<file path="src/mem_map_pkg.sv">
package mem_map_pkg;

  // Top nibble of the address picks one 256 Mbyte bank
  localparam logic [3:0] BANK_INTERNAL = 4'h0;
  localparam logic [3:0] BANK_EXT_FIRST = 4'h1;
  localparam logic [3:0] BANK_EXT_LAST  = 4'h9;

  // Second level: 1 Mbyte segments inside the internal bank
  localparam logic [7:0] SEG_BOOT      = 8'h00;
  localparam logic [7:0] SEG_ICOUPLED  = 8'h01;
  localparam logic [7:0] SEG_DCOUPLED  = 8'h02;
  localparam logic [7:0] SEG_BUS_AREA  = 8'h03;
  localparam logic [7:0] SEG_ROM       = 8'h04;
  localparam logic [7:0] SEG_SRAM16    = 8'h05;

  // 16 Kbyte blocks: offset width and slot field position
  localparam int         BLK_OFS_W     = 14;
  localparam int         NUM_BLOCKS    = 5;
  localparam int         NUM_EXT_CS    = 9;
  localparam logic [2:0] FIXED_BLOCK   = 3'h4;

  // Coupled area sizes, code 3 is not a legal size
  localparam logic [1:0] SZ_0K         = 2'h0;
  localparam logic [1:0] SZ_16K        = 2'h1;
  localparam logic [1:0] SZ_32K        = 2'h2;

  // Reset values
  localparam logic       REMAP_RST     = 1'b0;
  localparam logic       BOOT_ROM_RST  = 1'b0;

  // Static controller boot defaults
  localparam logic       STATIC_BYTE_SELECT = 1'b1;
  localparam logic       STATIC_BUS16       = 1'b1;
  localparam logic       STATIC_CS_STROBES  = 1'b1;

  // Access latency in master clock cycles
  localparam int         ACCESS_CYCLES = 1;

  typedef enum logic [1:0]
  {
    BS_LATCH = 2'h1,
    BS_RUN   = 2'h2
  } boot_state_t;

endpackage

</file>
<file path="src/slot_if.sv">
`timescale 1ns/100ps
interface slot_if;
  logic [1:0] icoupled_sz;
  logic [1:0] dcoupled_sz;
  logic [2:0] block_id;
  logic       used;

  modport master (output icoupled_sz, output dcoupled_sz, input block_id, input used);
  modport slot   (input icoupled_sz, input dcoupled_sz, output block_id, output used);
endinterface

</file>
<file path="src/boot_remap_sram_bank_decoder.sv">
`timescale 1ns/100ps
// Functional notes
// - After reset coupled areas empty; bus area holds blocks 4,3,2,1,0 upward.
// - Instruction area blocks 1 then 0, data area 3 then 2; rest fill.
// - 80 KB RAM answers every access in one clock cycle.
// - 16 KB RAM decoded at its fixed base, one cycle access.
// - Processor starts fetching at address zero from the selected boot memory.
// - Once software sets remap, bus-area RAM appears at address zero.
// - Without remap, boot pin level latched at the first edge after reset release picks address zero memory.
// - First megabyte reserved for the selected boot memory.
// - Boot pin high and no remap: ROM at address zero.
// - Boot pin low and no remap: external chip select zero at zero.
// - Other memories stay at their own bases whatever boot and remap say.
// - External boot runs slow clock with static controller default setup.
// - Each external chip select gets its own fixed 256 MB window.
// - Block 4 always belongs to the bus-accessible area.
// - After remap only processor masters see bus area at address zero.
// - Coupled area sizes only 0, 16 or 32 KB; remainder goes to bus.
module boot_remap_sram_bank_decoder
(
  input  wire logic                              clk_sys_in,
  input  wire logic                              rst_b_in,
  input  wire logic                              boot_mode_pin_in,
  input  wire logic                              remap_set_in,
  input  wire logic [1:0]                        icoupled_size_in,
  input  wire logic [1:0]                        dcoupled_size_in,
  input  wire logic                              req_valid_in,
  input  wire logic [31:0]                       req_addr_in,
  input  wire logic                              req_cpu_master_in,
  output logic                                   resp_valid_out,
  output logic                                   resp_error_out,
  output logic                                   sel_rom_out,
  output logic                                   sel_ram80_out,
  output logic                                   sel_ram16_out,
  output logic [mem_map_pkg::NUM_EXT_CS-1:0]     ext_cs_out,
  output logic [2:0]                             ram_block_out,
  output logic [27:0]                            mem_offset_out,
  output logic                                   remap_active_out,
  output logic                                   boot_from_rom_out,
  output logic                                   boot_slow_clock_out,
  output logic                                   static_byte_select_out,
  output logic                                   static_bus16_out,
  output logic                                   static_cs_strobes_out
);
  import mem_map_pkg::*;

  boot_state_t                 boot_state_reg;
  logic                        boot_rom_reg;
  logic                        remap_reg;
  logic [2:0]                  slot_blk [NUM_BLOCKS];
  logic [NUM_BLOCKS-1:0]       slot_used;
  logic                        err_next;
  logic                        rom_next;
  logic                        r80_next;
  logic                        r16_next;
  logic [NUM_EXT_CS-1:0]       cs_next;
  logic [2:0]                  blk_next;
  logic [27:0]                 ofs_next;
  logic [3:0]                  bank;
  logic [7:0]                  seg;
  logic [2:0]                  slot_idx;
  logic                        slot_ok;

  ////////////////////////////////////////////////////////////////////////////
  // Boot pin is taken at the first edge after release, never in reset itself
  always_ff @(posedge clk_sys_in or negedge rst_b_in)
  begin
    if (!rst_b_in)
    begin
      boot_state_reg <= BS_LATCH;
      boot_rom_reg   <= BOOT_ROM_RST;
    end
    else
    begin
      case (boot_state_reg)
        BS_LATCH:
        begin
          boot_rom_reg   <= boot_mode_pin_in;
          boot_state_reg <= BS_RUN;
        end
        BS_RUN:
        begin
          boot_state_reg <= BS_RUN;
        end
        default:
        begin
          boot_state_reg <= BS_LATCH;
        end
      endcase
    end
  end

  // Remap is sticky; only a reset takes it back
  always_ff @(posedge clk_sys_in or negedge rst_b_in)
  begin
    if (!rst_b_in)
    begin
      remap_reg <= REMAP_RST;
    end
    else if (remap_set_in)
    begin
      remap_reg <= 1'b1;
    end
  end

  ////////////////////////////////////////////////////////////////////////////
  // One lookup per bus-area slot
  for (genvar s = 0; s < NUM_BLOCKS; s++)
  begin : g_slot
    slot_if sif ();
    assign sif.icoupled_sz = icoupled_size_in;
    assign sif.dcoupled_sz = dcoupled_size_in;
    assign slot_blk[s]     = sif.block_id;
    assign slot_used[s]    = sif.used;
    bus_slot_map #(.SLOT(s)) u_map (.port(sif.slot));
  end

  assign bank     = req_addr_in[31:28];
  assign seg      = req_addr_in[27:20];
  assign slot_idx = req_addr_in[16:14];
  // Slot field beyond 80 KB, or a slot left empty, is unmapped
  assign slot_ok  = (req_addr_in[19:17] == 3'h0) && (slot_idx < 3'(NUM_BLOCKS))
                    && slot_used[slot_idx];

  ////////////////////////////////////////////////////////////////////////////
  // Address decode
  always_comb
  begin
    err_next = 1'b0;
    rom_next = 1'b0;
    r80_next = 1'b0;
    r16_next = 1'b0;
    cs_next  = '0;
    blk_next = 3'h0;
    ofs_next = {14'h0, req_addr_in[BLK_OFS_W-1:0]};
    if (bank == BANK_INTERNAL)
    begin
      case (seg)
        SEG_BOOT:
        begin
          if (remap_reg && req_cpu_master_in)
          begin
            r80_next = slot_ok;
            err_next = !slot_ok;
            blk_next = slot_ok ? slot_blk[slot_idx] : 3'h0;
          end
          else if (boot_rom_reg)
          begin
            rom_next = 1'b1;
            ofs_next = {8'h0, req_addr_in[19:0]};
          end
          else
          begin
            cs_next[0] = 1'b1;
            ofs_next   = {8'h0, req_addr_in[19:0]};
          end
        end
        SEG_ICOUPLED:
        begin
          r80_next = (req_addr_in[19:15] == 5'h0) &&
                     (req_addr_in[14] ? (icoupled_size_in == SZ_32K)
                                      : (icoupled_size_in == SZ_16K ||
                                         icoupled_size_in == SZ_32K));
          err_next = !r80_next;
          blk_next = req_addr_in[14] ? 3'h0 : 3'h1;
        end
        SEG_DCOUPLED:
        begin
          r80_next = (req_addr_in[19:15] == 5'h0) &&
                     (req_addr_in[14] ? (dcoupled_size_in == SZ_32K)
                                      : (dcoupled_size_in == SZ_16K ||
                                         dcoupled_size_in == SZ_32K));
          err_next = !r80_next;
          blk_next = req_addr_in[14] ? 3'h2 : 3'h3;
        end
        SEG_BUS_AREA:
        begin
          r80_next = slot_ok;
          err_next = !slot_ok;
          blk_next = slot_ok ? slot_blk[slot_idx] : 3'h0;
        end
        SEG_ROM:
        begin
          rom_next = 1'b1;
          ofs_next = {8'h0, req_addr_in[19:0]};
        end
        SEG_SRAM16:
        begin
          r16_next = (req_addr_in[19:14] == 6'h0);
          err_next = !r16_next;
        end
        default:
        begin
          err_next = 1'b1;
        end
      endcase
    end
    else if (bank >= BANK_EXT_FIRST && bank <= BANK_EXT_LAST)
    begin
      // Whole 256 MB bank goes to one chip select
      cs_next  = NUM_EXT_CS'(9'h001 << (bank - BANK_EXT_FIRST));
      ofs_next = req_addr_in[27:0];
    end
    else
    begin
      err_next = 1'b1;
    end
  end

  ////////////////////////////////////////////////////////////////////////////
  // Answer one cycle after the request; selects last only that cycle
  always_ff @(posedge clk_sys_in or negedge rst_b_in)
  begin
    if (!rst_b_in)
    begin
      resp_valid_out <= 1'b0;
      resp_error_out <= 1'b0;
      sel_rom_out    <= 1'b0;
      sel_ram80_out  <= 1'b0;
      sel_ram16_out  <= 1'b0;
      ext_cs_out     <= '0;
      ram_block_out  <= 3'h0;
      mem_offset_out <= 28'h0;
    end
    else
    begin
      resp_valid_out <= req_valid_in;
      resp_error_out <= req_valid_in && err_next;
      sel_rom_out    <= req_valid_in && rom_next;
      sel_ram80_out  <= req_valid_in && r80_next;
      sel_ram16_out  <= req_valid_in && r16_next;
      ext_cs_out     <= req_valid_in ? cs_next : '0;
      ram_block_out  <= blk_next;
      mem_offset_out <= ofs_next;
    end
  end

  // Status and boot defaults; slow clock held until software remaps
  assign remap_active_out       = remap_reg;
  assign boot_from_rom_out      = boot_rom_reg;
  assign boot_slow_clock_out    = !remap_reg;
  assign static_byte_select_out = STATIC_BYTE_SELECT;
  assign static_bus16_out       = STATIC_BUS16;
  assign static_cs_strobes_out  = STATIC_CS_STROBES;

  ////////////////////////////////////////////////////////////////////////////
  // Checks
  property p_reset_alloc;
    @(posedge clk_sys_in) disable iff (!rst_b_in)
    (icoupled_size_in == SZ_0K && dcoupled_size_in == SZ_0K)
      |-> (slot_blk[4] == 3'h0 && slot_blk[1] == 3'h3 && slot_used[4]);
  endproperty
  a_reset_alloc: assert property (p_reset_alloc) else $error("reset allocation wrong");

  property p_icoupled_hi;
    @(posedge clk_sys_in) disable iff (!rst_b_in)
    (req_valid_in && req_addr_in[31:14] == 18'h00041 && icoupled_size_in == SZ_32K)
      |=> (sel_ram80_out && ram_block_out == 3'h0);
  endproperty
  a_icoupled_hi: assert property (p_icoupled_hi) else $error("instruction slot 1 wrong");

  property p_one_cycle;
    @(posedge clk_sys_in) disable iff (!rst_b_in)
    req_valid_in |=> resp_valid_out ##1 (resp_valid_out == $past(req_valid_in));
  endproperty
  a_one_cycle: assert property (p_one_cycle) else $error("answer not in one cycle");

  property p_sram16;
    @(posedge clk_sys_in) disable iff (!rst_b_in)
    (req_valid_in && req_addr_in[31:14] == 18'h00140) |=> (sel_ram16_out && !resp_error_out);
  endproperty
  a_sram16: assert property (p_sram16) else $error("16 KB RAM not selected");

  property p_boot_rom;
    @(posedge clk_sys_in) disable iff (!rst_b_in)
    (req_valid_in && req_addr_in[31:20] == 12'h000 && !remap_reg && boot_rom_reg)
      |=> (sel_rom_out && ext_cs_out == '0);
  endproperty
  a_boot_rom: assert property (p_boot_rom) else $error("ROM not at zero");

  property p_boot_ext;
    @(posedge clk_sys_in) disable iff (!rst_b_in)
    (req_valid_in && req_addr_in[31:20] == 12'h000 && !remap_reg && !boot_rom_reg)
      |=> (ext_cs_out == 9'h001 && !sel_rom_out);
  endproperty
  a_boot_ext: assert property (p_boot_ext) else $error("chip select zero not at zero");

  property p_remap_other;
    @(posedge clk_sys_in) disable iff (!rst_b_in)
    (req_valid_in && req_addr_in[31:20] == 12'h000 && remap_reg && !req_cpu_master_in)
      |=> !sel_ram80_out;
  endproperty
  a_remap_other: assert property (p_remap_other) else $error("non-cpu saw remap");

  property p_ext_window;
    @(posedge clk_sys_in) disable iff (!rst_b_in)
    (req_valid_in && req_addr_in[31:28] == 4'h3) |=> (ext_cs_out == 9'h004);
  endproperty
  a_ext_window: assert property (p_ext_window) else $error("bank 3 not chip select 2");

  property p_remap_sticky;
    @(posedge clk_sys_in) disable iff (!rst_b_in)
    remap_active_out |=> remap_active_out [*3];
  endproperty
  a_remap_sticky: assert property (p_remap_sticky) else $error("remap dropped");

  property p_empty_slot;
    @(posedge clk_sys_in) disable iff (!rst_b_in)
    (req_valid_in && req_addr_in[31:14] == 18'h000c1 && icoupled_size_in == SZ_32K &&
     dcoupled_size_in == SZ_32K) |=> resp_error_out;
  endproperty
  a_empty_slot: assert property (p_empty_slot) else $error("empty slot not refused");

  property p_block4_fixed;
    @(posedge clk_sys_in) disable iff (!rst_b_in)
    (slot_blk[0] == FIXED_BLOCK) && slot_used[0];
  endproperty
  a_block4_fixed: assert property (p_block4_fixed) else $error("block 4 not in bus area");
endmodule

</file>
<file path="src/bus_slot_map.sv">
`timescale 1ns/100ps
module bus_slot_map
#(
  parameter int SLOT = 0
)
(
  slot_if.slot port
);
  import mem_map_pkg::*;

  logic [3:0] claimed;
  logic [2:0] cnt;

  // Blocks taken by the coupled areas; illegal size code claims nothing
  always_comb
  begin
    claimed[1] = (port.icoupled_sz == SZ_16K) || (port.icoupled_sz == SZ_32K);
    claimed[0] = (port.icoupled_sz == SZ_32K);
    claimed[3] = (port.dcoupled_sz == SZ_16K) || (port.dcoupled_sz == SZ_32K);
    claimed[2] = (port.dcoupled_sz == SZ_32K);
  end

  // Slot 0 is block 4, then free blocks in descending order
  always_comb
  begin
    cnt           = 3'h0;
    port.block_id = 3'h0;
    port.used     = 1'b0;
    if (SLOT == 0)
    begin
      port.block_id = FIXED_BLOCK;
      port.used     = 1'b1;
    end
    else
    begin
      for (int b = 3; b >= 0; b--)
      begin
        if (!claimed[b])
        begin
          cnt = cnt + 3'h1;
          if ((cnt == 3'(SLOT)) && !port.used)
          begin
            port.block_id = 3'(b);
            port.used     = 1'b1;
          end
        end
      end
    end
  end
endmodule

</file>
<file path="config.mk">
export PLATFORM = sky130hd
export DESIGN_NAME = boot_remap_sram_bank_decoder
export DESIGN_NICKNAME = d
export VERILOG_FILES = /design/src/mem_map_pkg.sv /design/src/slot_if.sv /design/src/boot_remap_sram_bank_decoder.sv /design/src/bus_slot_map.sv
export SDC_FILE = /design/constraint.sdc
export NUM_CORES = 1
export LEC_CHECK = 0
export BUFFER_PORTS_ARGS = -buffer_cell sky130_fd_sc_hd__buf_2
export CORE_MARGIN = 1.5
export CORE_UTILIZATION = 37
export CTS_BUF_LIST = sky130_fd_sc_hd__clkbuf_4 sky130_fd_sc_hd__clkbuf_8
export DETAILED_ROUTE_END_ITERATION = 8
export GPL_TIMING_DRIVEN = 0
export PLACE_DENSITY = 0.78
export SETUP_SLACK_MARGIN = 0.02
export SYNTH_ARGS = -nofsm -noshare
export SYNTH_HDL_FRONTEND = slang
export SYNTH_SLANG_ARGS = --single-unit
export TNS_END_PERCENT = 20
</file>
<file path="constraint.sdc">
create_clock -name clk_sys_in -period 1.18 [get_ports clk_sys_in]
set_input_delay 0.118 -clock clk_sys_in [delete_from_list [all_inputs] [get_ports clk_sys_in]]
set_output_delay 0.118 -clock clk_sys_in [all_outputs]
set_load 0.02 [all_outputs]
</file>
After elaboration in Yosys (flattened, before gate mapping). Index checks and enable logic that the tools add are counted. Widths: inputs -> output; s select.

Bits in registers: 49. Latch bits: 0. RAM bits: 0. Bits in read-only memories: 0. Output and inout bits: 51. Logic and storage cells: 176. Memories: 0.

Add/sub/neg operators: 4. Multiply operators: 0. Div/mod/pow operators: 0. Magnitude comparators: 5. Equality and inequality tests: 23. Shift operators: 1. Muxes and demuxes: 91. Bitwise logic cells: 1. Reduce and logical (&&, ||, !) cells: 40.

Operators with widths (number): $mux 3 (27); $mux 28 (2); $mux 1 (45); $pmux 20 s2 (1); $mux 20 (1); $logic_and 1x1->1 (19); $mux 9 (2); $eq 8x2->1 const B (2); $eq 8x3->1 const B (2); $eq 3x2->1 const B (5); $logic_not 1->1 (13); $mux 2 (6); $pmux 3 s4 (1); $bmux 3 s3 (1); $eq 3x1->1 const B (3); $shl 1x4->9 const A (1); $eq 2x2->1 const B (4); $eq 8x1->1 const B (1); $logic_not 8->1 (1); $mux 8 (1); $add 3x1->3 const B (2); $eq 2x1->1 const B (3); $eq 3x3->1 const B (2); $logic_not 6->1 (1); other kinds (18) (19).

Logic depth before layout (Yosys ltp). Gate-level depths: netlist of run 1.

Word-level depth: 24. Mapped depth: 8. Mapped depth without buffers: 7.

Hierarchy. From an unflattened synthesis of run 1, not the netlist that was laid out.

Cell total of the unflattened synthesis: 227. Area total of the unflattened synthesis: 2396.0 sq um.

Modules (own cells, without submodules): boot_remap_sram_bank_decoder (instances 1, cells an instance 169, area each 1965.6 sq um, seq. area each 1227.4 sq um); bus_slot_map (g_slot[4].u_map) (instances 1, cells an instance 17, area each 125.1 sq um, seq. area each 0.0 sq um); bus_slot_map (g_slot[2].u_map) (instances 1, cells an instance 14, area each 108.9 sq um, seq. area each 0.0 sq um); bus_slot_map (g_slot[3].u_map) (instances 1, cells an instance 13, area each 100.1 sq um, seq. area each 0.0 sq um); bus_slot_map (g_slot[1].u_map) (instances 1, cells an instance 8, area each 58.8 sq um, seq. area each 0.0 sq um); bus_slot_map (g_slot[0].u_map) (instances 1, cells an instance 6, area each 37.5 sq um, seq. area each 0.0 sq um).

Worst setup path after synthesis of run 1. No wires, ideal clock.

Path type: input port to flip-flop. From: in dcoupled_size_in[0]. To: reg resp_error_out. Setup time: 130 ps. Arrival time: 1583 ps. Data required time: 1050 ps. Slack: -533 ps. Stages: 7. Path buffers: 0. Path through: inv_1 -> ha_1 -> or2_2 -> a2111oi_0 -> o2111ai_1 -> nor3_1 -> o32ai_1.

Longest elaborated chain between the ends: 24.

Ends and longest elaborated chain: from (decl) (RTL line boot_remap_sram_bank_decoder.sv:26) `input wire logic [1:0] dcoupled_size_in,`; branches (longest 21 deep; another with $add 3x1->3); $pmux 1 s6 (*) (RTL line boot_remap_sram_bank_decoder.sv:138) `case (seg)`; $mux 1 (*) (RTL line boot_remap_sram_bank_decoder.sv:136) `if (bank == BANK_INTERNAL)`; $logic_and 1x1->1 (*) (RTL line boot_remap_sram_bank_decoder.sv:228) `resp_error_out <= req_valid_in && err_next;`; to (signal assigned) (RTL line boot_remap_sram_bank_decoder.sv:228); to (decl) (RTL line boot_remap_sram_bank_decoder.sv:31) `output logic resp_error_out,`.

Every way passes the cells marked *. The select of a mux whose other input is x is not followed. A chain may end at the register's enable or synchronous reset.

Final worst setup path of run 1.
From: in icoupled_size_in[0]. To: reg ram_block_out[1].

Longest elaborated chain between the ends: 15.

Ends and longest elaborated chain: from (decl) (RTL line boot_remap_sram_bank_decoder.sv:25) `input wire logic [1:0] icoupled_size_in,`; $eq 2x1->1 / $eq 2x2->1 (equally long branches) (RTL line bus_slot_map.sv:17, bus_slot_map.sv:18); $logic_or 1x1->1 (RTL line bus_slot_map.sv:17) `claimed[1] = (port.icoupled_sz == SZ_16K) || (port.icoupled_sz == SZ_32K);`; $mux 3 (RTL line bus_slot_map.sv:38) `if (!claimed[b])`; $add 3x1->3 (RTL line bus_slot_map.sv:40) `cnt = cnt + 3'h1;`; $eq 3x3->1 (tied with other cells) (RTL line bus_slot_map.sv:41) `if ((cnt == 3'(SLOT)) && !port.used)`; $logic_and 1x1->1 (RTL line bus_slot_map.sv:41); $mux 3 / $mux 1 (equally long branches) (RTL line bus_slot_map.sv:41); $mux 3 / $mux 1 (equally long branches) (RTL line bus_slot_map.sv:38); $bmux 3 s3 / $bmux 1 s3 (equally long branches) (RTL line boot_remap_sram_bank_decoder.sv:145, boot_remap_sram_bank_decoder.sv:180, boot_remap_sram_bank_decoder.sv:123); $mux 3 (implied by the code) / $mux 1 (equally long branches) (RTL line boot_remap_sram_bank_decoder.sv:145, boot_remap_sram_bank_decoder.sv:180, boot_remap_sram_bank_decoder.sv:123); $mux 3 (implied by the code) / $logic_and 1x1->1 (equally long branches) (RTL line boot_remap_sram_bank_decoder.sv:145, boot_remap_sram_bank_decoder.sv:180, boot_remap_sram_bank_decoder.sv:123); $mux 3 (*) (RTL line boot_remap_sram_bank_decoder.sv:145, boot_remap_sram_bank_decoder.sv:180); $mux 3 (RTL line boot_remap_sram_bank_decoder.sv:141) `if (remap_reg && req_cpu_master_in)`; $pmux 3 s4 (*) (RTL line boot_remap_sram_bank_decoder.sv:138); $mux 3 (*) (RTL line boot_remap_sram_bank_decoder.sv:136); net blk_next[1] (RTL line boot_remap_sram_bank_decoder.sv:57) `logic [2:0] blk_next;`; to (signal assigned) (RTL line boot_remap_sram_bank_decoder.sv:233) `ram_block_out <= blk_next;`; to (decl) (RTL line boot_remap_sram_bank_decoder.sv:36) `output logic [2:0] ram_block_out,`.

Mark *: on every way through the listed nets, which the timed path passes. The rest lies on a longest branch. The select of a mux whose other input is x is not followed.

==> results of run 1 <==
==> metrics by stage <==
| step | instance area, µm² | instances | setup slack [ns] | power [mW] | hold WS (ns) |
|---|---|---|---|---|---|
| finish | 3220 | 385 | -0.229 | 3.42 | -0.00839 |
| global route | 3220 | 385 | -0.274 | 3.59 | 0.0351 |
| CTS | 3130 | 382 | -0.279 | 3.43 | 0.0324 |
| detailed placement | 2690 | 349 | -0.668 | 2.33 | 0.228 |
| global placement | 2690 | 349 | -0.651 | 2.32 | 0.225 |
| floorplan | 2160 | 190 | -0.388 | 2.10 | -0.178 |
==> metal layers <==
metal,up-vias,track usage (%)
met3,7,5.06
li1,906,-
met1,891,19.5
met4,0,7.37
met5,-,0
met2,82,30.1
==> cell families (layout without fill, tap and decap cells) <==
group / Yosys count / in the layout / share of synthesized area, %
buf+inv: 19 / 142 / 3.93
fa+ha+maj: 6 / 6 / 3.52
simple gates: 79 / 79 / 22.0
xor+xnor: 1 / 1 / 0.411
flops: 49 / 49 / 57.6
other cells: 1 / 3 / 0.176
compound gates: 33 / 33 / 12.3
==> synth_stat cells, types with 4 or more instances <==
master,count
ha_1,6
nor2b_1,8
and2_1,9
clkbuf_1,5
nor3_1,8
a21oi_1,4
nor2_1,13
dfrtp_1,48
nand2_1,12
nand2b_1,5
inv_1,10
nand4b_1,4
==> area by class of cell <==
| cell class | count | share of cell area [%] |
|---|---|---|
| multi-input cells | 122 | 30.7 |
| inverters | 10 | 1.32 |
| flip-flops and latches | 49 | 38.1 |
| clock buffers | 5 | 2.13 |
| repair buffers | 115 | 22.7 |
| clock inverters | 3 | 0.660 |
| well taps | 72 | 2.79 |
| plain buffers | 9 | 1.67 |
==> worst max-delay path, stage by stage <==
cell and delay [ns]:
buf_6 0.10, inv_4 0.04, ha_4 0.19, buf_6 0.13, o21a_1 0.18, o311a_1 0.38, buf_4 0.16, o211ai_1 0.18
a21oi_1 0.11
==> report_power, final <==
group	switching [mW]	internal [mW]	total, mW	leakage [nW]
clock	0.548	0.421	0.969	0.0445
sequential	0.0155	1.74	1.76	0.613
combinational	0.387	0.305	0.692	0.914
total	0.951	2.47	3.42	1.57
==> worst paths after layout <==
kind,startpoint,endpoint,slack [ns],depth (start not counted)
setup / recovery,icoupled_size_in[0],ram_block_out[1]$_DFF_PN0_,-0.23,9
hold / removal,rst_b_in,mem_offset_out[0]$_DFF_PN0_,-0.008,1
setup reg to reg,remap_active_out$_DFFE_PN0P_,ram_block_out[1]$_DFF_PN0_,-0.17,5
hold reg to reg,boot_state_reg[1]$_DFF_PN0_,boot_state_reg[0]$_DFF_PN1_,0.58,2
max in group asynchronous,rst_b_in,ext_cs_out[3]$_DFF_PN0_,0.57,1
min in group clk_sys_in,boot_mode_pin_in,boot_from_rom_out$_DFFE_PN0N_,0.04,3
==> what timing repair did <==
action / 4_1_cts / 5_1_grt
hold buffers: 16 / 0
gates resized for setup: 26 / 15
endpoints found under the setup margin: 12 / 21
cloned: 1 / 0
setup buffers: 8 / 3
hold endpoints to repair: 16 / 0
pin swaps: 15 / 8
==> metrics.md, run 1 <==
| Metric | Value |
|---|---|
| Die W | `78.9 µm` |
| Commonest non-fill, non-tap cell in the layout | `buf_2` |
| Routed metal-1 wirelength | `2110 µm` |
| Initial antenna violation count | `0` |
| Leak Pwr | `1.57 nW` |
| Port bufs | `87` |
| Std cell rows | `27` |
| Fin nets | `360` |
| HP Class | `in2async` |
| Post-synthesis cell type count | `51` |
| CTS Sinks | `49` |
| WL final | `between 5000 and 6000 µm` |
| FMAX | `710 MHz` |
| Seq/Total Area, Yosys | `57.6%` |
| Max reg flops | `28` |
| Most used DFF post-synth | `dfrtp_1` |
| Worst-path clk slew | `0.08 ns` |
| Share of cells above drive strength 1 | `44.1%` |
| DR WL met3 | `431 µm` |
| Register bit total from synthesis | `49` |
| Wire length per cell | `13.8 µm` |
| P&R area growth vs syn | `51.3%` |
| # setup viols final | `11` |
| Vias per cell | `between 4 and 5` |
| Initial Util | `38.5%` |
| Max cap viols | `0` |
| Largest net degree at the start of global routing | `50` |
| Failing checks | `negative hold slack, negative setup slack` |
| Post-route minimum period | `1.41 ns` |
| Tcrit/Tclk final | `119%` |
| CORE AREA | `5540 µm²` |
| Post-synth EDFFs | `0` |
| Final WS setup | `-0.229 ns` |
| Global-route usage over all layers | `17.2%` |
| Area of the multi-input gates | `between 900 and 1000 µm²` |
| CTS tree | `done` |
| Clock skew | `between 0.006 and 0.007 ns` |
| Slew margin rel. | `32.6%` |
| Boundary Pins | `93` |
| Die Span Y | `78.9 µm` |
| Ratio of total power to cell area | `between 1000 and 1500 nW/µm²` |
| Type of the worst setup path | `in2reg` |
| Status | `finished, violations left` |
| Clock tree buffer depth | `2` |
| Peak supply drop | `598 µV` |
| Worst-margin pin slew | `1.01 ns` |
| Die area | `6220 µm²` |
| Top Layer Used | `met4` |
| TritonRoute pass-1 iters | `4` |
| Final setup TNS | `-1.19 ns` |
| Antenna cells | `0` |
| Avg Cell Area, Syn | `11.3 µm²` |
| Vias in the first global route | `1747` |
| Worst-path fanout max | `5` |
| CTS Buf Count | `5` |
| Total number of yosys warnings | `0` |
| H-tree levels | `2` |
| Top flop regs | `mem_offset_out (28), ext_cs_out (9), ram_block_out (3)` |
| First-pass GRT wire length | `8240 µm` |
| Share of the synthesized area in the top cell type | `56.4%` |
| Biggest register | `mem_offset_out` |
| Routed Antenna Nets | `0` |
| RSZ-0062 raised after global routing | `yes` |
| Final Max Tran Viols | `0` |
| CP Capture Type | `flip-flop` |
| WP data required | `between 1 and 1.5 ns` |
| Clk Latency, worst-skew pair | `0.30 ns` |
| Mapped Area | `around 2100 µm²` |
| Most frequent cells in the layout | `buf_2, dfrtp_1, dlygate4sd3_1` |
| Syn Inst Count | `roughly 190` |
| CTS Root Buffer Type | `clkbuf_8` |
| Core Util, Final | `58.2%` |
| Gr ovfl total | `0` |
| Final hold vios | `22` |
| CP Data Arrival Time | `1.58 ns` |
| Routed wl met2 | `2680 µm` |
| Largest cells by area after synthesis | `dfrtp_1, ha_1, and2_1, nor2b_1, nor2_1` |
| Initial DRC count | `between 40 and 50` |
| Async SR Flop Fraction | `100%` |
| Detailed placer's ending HPWL | `~3600 µm` |
| Fin Hold WS | `-0.00839 ns` |
| CP Launch Type | `input pin` |
| DRC | `0` |
| Synth area leader | `dfrtp_1` |
| Via count | `1886` |
| Fill cells | `464` |
| Reg area | `1230 µm²` |
| GPL Wtd Cong | `0.780` |
(Power assumes the default switching activity.)
==> inputs of run 2 (changes only) <==
- REMOVE_ABC_BUFFERS: default -> 1
==> metrics.md, run 2 (synthesis gave the netlist of run 1 again) <==
| Metric | Value |
|---|---|
| Global-route usage over all layers | `17.1%` |
| TritonRoute pass-1 iters | `4` |
| Top flop regs | `mem_offset_out (28), ext_cs_out (9), ram_block_out (3)` |
| Max stage delay cell, worst path | `or3_4` |
| Antenna cells | `0` |
| Share of cells above drive strength 1 | `43.2%` |
| Fin nets | `348` |
| # placed instances | `342` |
| Detailed placer's ending HPWL | `around 3600 µm` |
| Initial antenna violation count | `0` |
| Fill cells | `485` |
| Clock skew | `0.0101 ns` |
| GR Layer Usage met2 | `29.7%` |
| Crit path buf inv count | `2` |
| CP Data Arrival Time | `between 1.5 and 2 ns` |
| Max cap viols | `0` |
| First-pass GRT wire length | `8160 µm` |
| DRC | `0` |
| # setup viols final | `11` |
| Die area | `6220 µm²` |
| CP Depth | `7` |
| R2R depth | `5` |
| WL final | `around 5200 µm` |
| Clk Latency, worst-skew pair | `0.30 ns` |
| Worst-margin pin slew | `1.04 ns` |
| Peak supply drop | `approximately 730 µV` |
| P&R area growth vs syn | `44.6%` |
| CTS tree | `done` |
| CORE AREA | `5540 µm²` |
| Die W | `78.9 µm` |
| Status | `finished, violations left` |
| Initial DRC count | `76` |
| Clock tree buffer depth | `2` |
| CTS Buf Count | `5` |
| Slew margin rel. | `30.7%` |
| Boundary Pins | `93` |
| H-tree levels | `2` |
| FMAX | `around 730 MHz` |
| GPL Wtd Cong | `0.831` |
| Leak Pwr | `~1.5 nW` |
| Vias in the first global route | `1766` |
| Biggest register | `mem_offset_out` |
| Routed Antenna Nets | `0` |
| WP data required | `1.34 ns` |
| Ratio of total power to cell area | `1090 nW/µm²` |
| Type of the worst setup path | `in2reg` |
| Fin Hold WS | `-0.000860 ns` |
| RSZ-0062 raised after global routing | `yes` |
| Die Span Y | `78.9 µm` |
| Wire length per cell | `13.9 µm` |
| Commonest non-fill, non-tap cell in the layout | `buf_2` |
| Largest net degree at the start of global routing | `50` |
| Slowest stage delay, CP | `0.40 ns` |
| CTS Sinks | `49` |
| Overall Power | `3.35 mW` |
| Final Max Tran Viols | `0` |
| Std cell rows | `27` |
| Vias per cell | `approximately 5.0` |
| CTS Root Buffer Type | `clkbuf_8` |
| Gr ovfl total | `0` |
| Top delay family on crit path | `simple AND/OR/NAND/NOR gates` |
| Via count | `1867` |
| Worst-path fanout max | `3` |
| Met3 Use GR | `roughly 5.5%` |
| Tcrit/Tclk final | `117%` |
| Failing checks | `negative hold slack, negative setup slack` |
| Final hold vios | `1` |
| Met1 usage | `a little under a fifth` |
| Gr busiest metal | `met2` |
| Final WS setup | `-0.199 ns` |
| Place WS | `-0.963 ns` |
| Initial Util | `38.5%` |
| CP Capture Type | `flip-flop` |
| Port bufs | `89` |
| Final cell count without fillers | `about 370` |
| CP Launch Type | `input pin` |
| Most frequent cells in the layout | `buf_2, dfrtp_1, dlygate4sd3_1` |
| Post-route minimum period | `roughly 1.4 ns` |
| Critical path cell sequence | `buf_6 > or3_4 > buf_4 > a2111oi_4 > o2111ai_1 > nor3_1 > o32ai_1` |
| Max reg flops | `28` |
| HP Class | `in2async` |
| Worst-path clk slew | `0.08 ns` |
[run 2: cell count changes in the layout (fill, tap and decap cells not counted), moves of 2 or more]
cell and change:
buf_2 +4, clkbuf_1 -4, buf_4 -6, buf_6 -4, nor4bb_4 -2
[run 2: layer usage]
layer | wire, µm | vias to the layer above
met3 | 448 | 9
met1 | 2080 | 880
met5 | 0 | -
met2 | 2530 | 91
met4 | 129 | 0
li1 | - | 887
[run 2: power breakdown]
part | leakage [nW] | internal, mW | switching [mW] | total, mW
Combinational | 0.851 | 0.261 | 0.365 | 0.626
Clock | 0.0445 | 0.420 | 0.539 | 0.959
Sequential | 0.613 | 1.74 | 0.0173 | 1.76
Total | 1.51 | 2.43 | 0.922 | 3.35
[run 2: layout make-up]
type | instances | area (µm²) | area share (%)
Sequential cell | 49 | 1230 | 39.8
Clock buffer | 5 | 68.8 | 2.23
Clock inverter | 3 | 21.3 | 0.690
Timing Repair Buffer | 112 | 684 | 22.2
Tap cell | 72 | 90.1 | 2.92
Multi-Input combinational cell | 122 | 947 | 30.7
Inverter | 10 | 42.5 | 1.38
[run 2: what timing repair did]
| item | in CTS | in global routing |
|---|---|---|
| gates resized for setup | 29 | 5 |
| pin swaps | 14 | 4 |
| setup buffers | 6 | 2 |
| gates cloned | 0 | 0 |
| setup endpoints to repair | 12 | 22 |
| endpoints found under the hold margin | 15 | 0 |
| hold buffers | 15 | 0 |
[run 2: worst paths after layout]
| check | start | slack, ns | endpoint |
|---|---|---|---|
| worst max-delay path | req_addr_in[19] | -0.20 | resp_error_out$_DFF_PN0_ |
| worst min-delay path | rst_b_in | -0.0009 | mem_offset_out[17]$_DFF_PN0_ |
| worst max register to register | remap_active_out$_DFFE_PN0P_ | -0.12 | ram_block_out[1]$_DFF_PN0_ |
| worst min register to register | boot_state_reg[1]$_DFF_PN0_ | 0.58 | boot_state_reg[0]$_DFF_PN1_ |
| max in group asynchronous | rst_b_in | 0.55 | mem_offset_out[9]$_DFF_PN0_ |
| min in group clk_sys_in | remap_set_in | 0.01 | remap_active_out$_DFFE_PN0P_ |
[run 2: metrics by stage]
step / setup TNS [ns] / cell area, µm² / util (%)
floorplan: -2.43 / 2090 / -
global placement: -7.69 / 2630 / 47.4
detailed placement: -8.36 / 2630 / 47.4
CTS: -0.970 / 3050 / 55.0
global route: -2.22 / 3080 / 55.6
finish: -1.09 / 3080 / 55.6
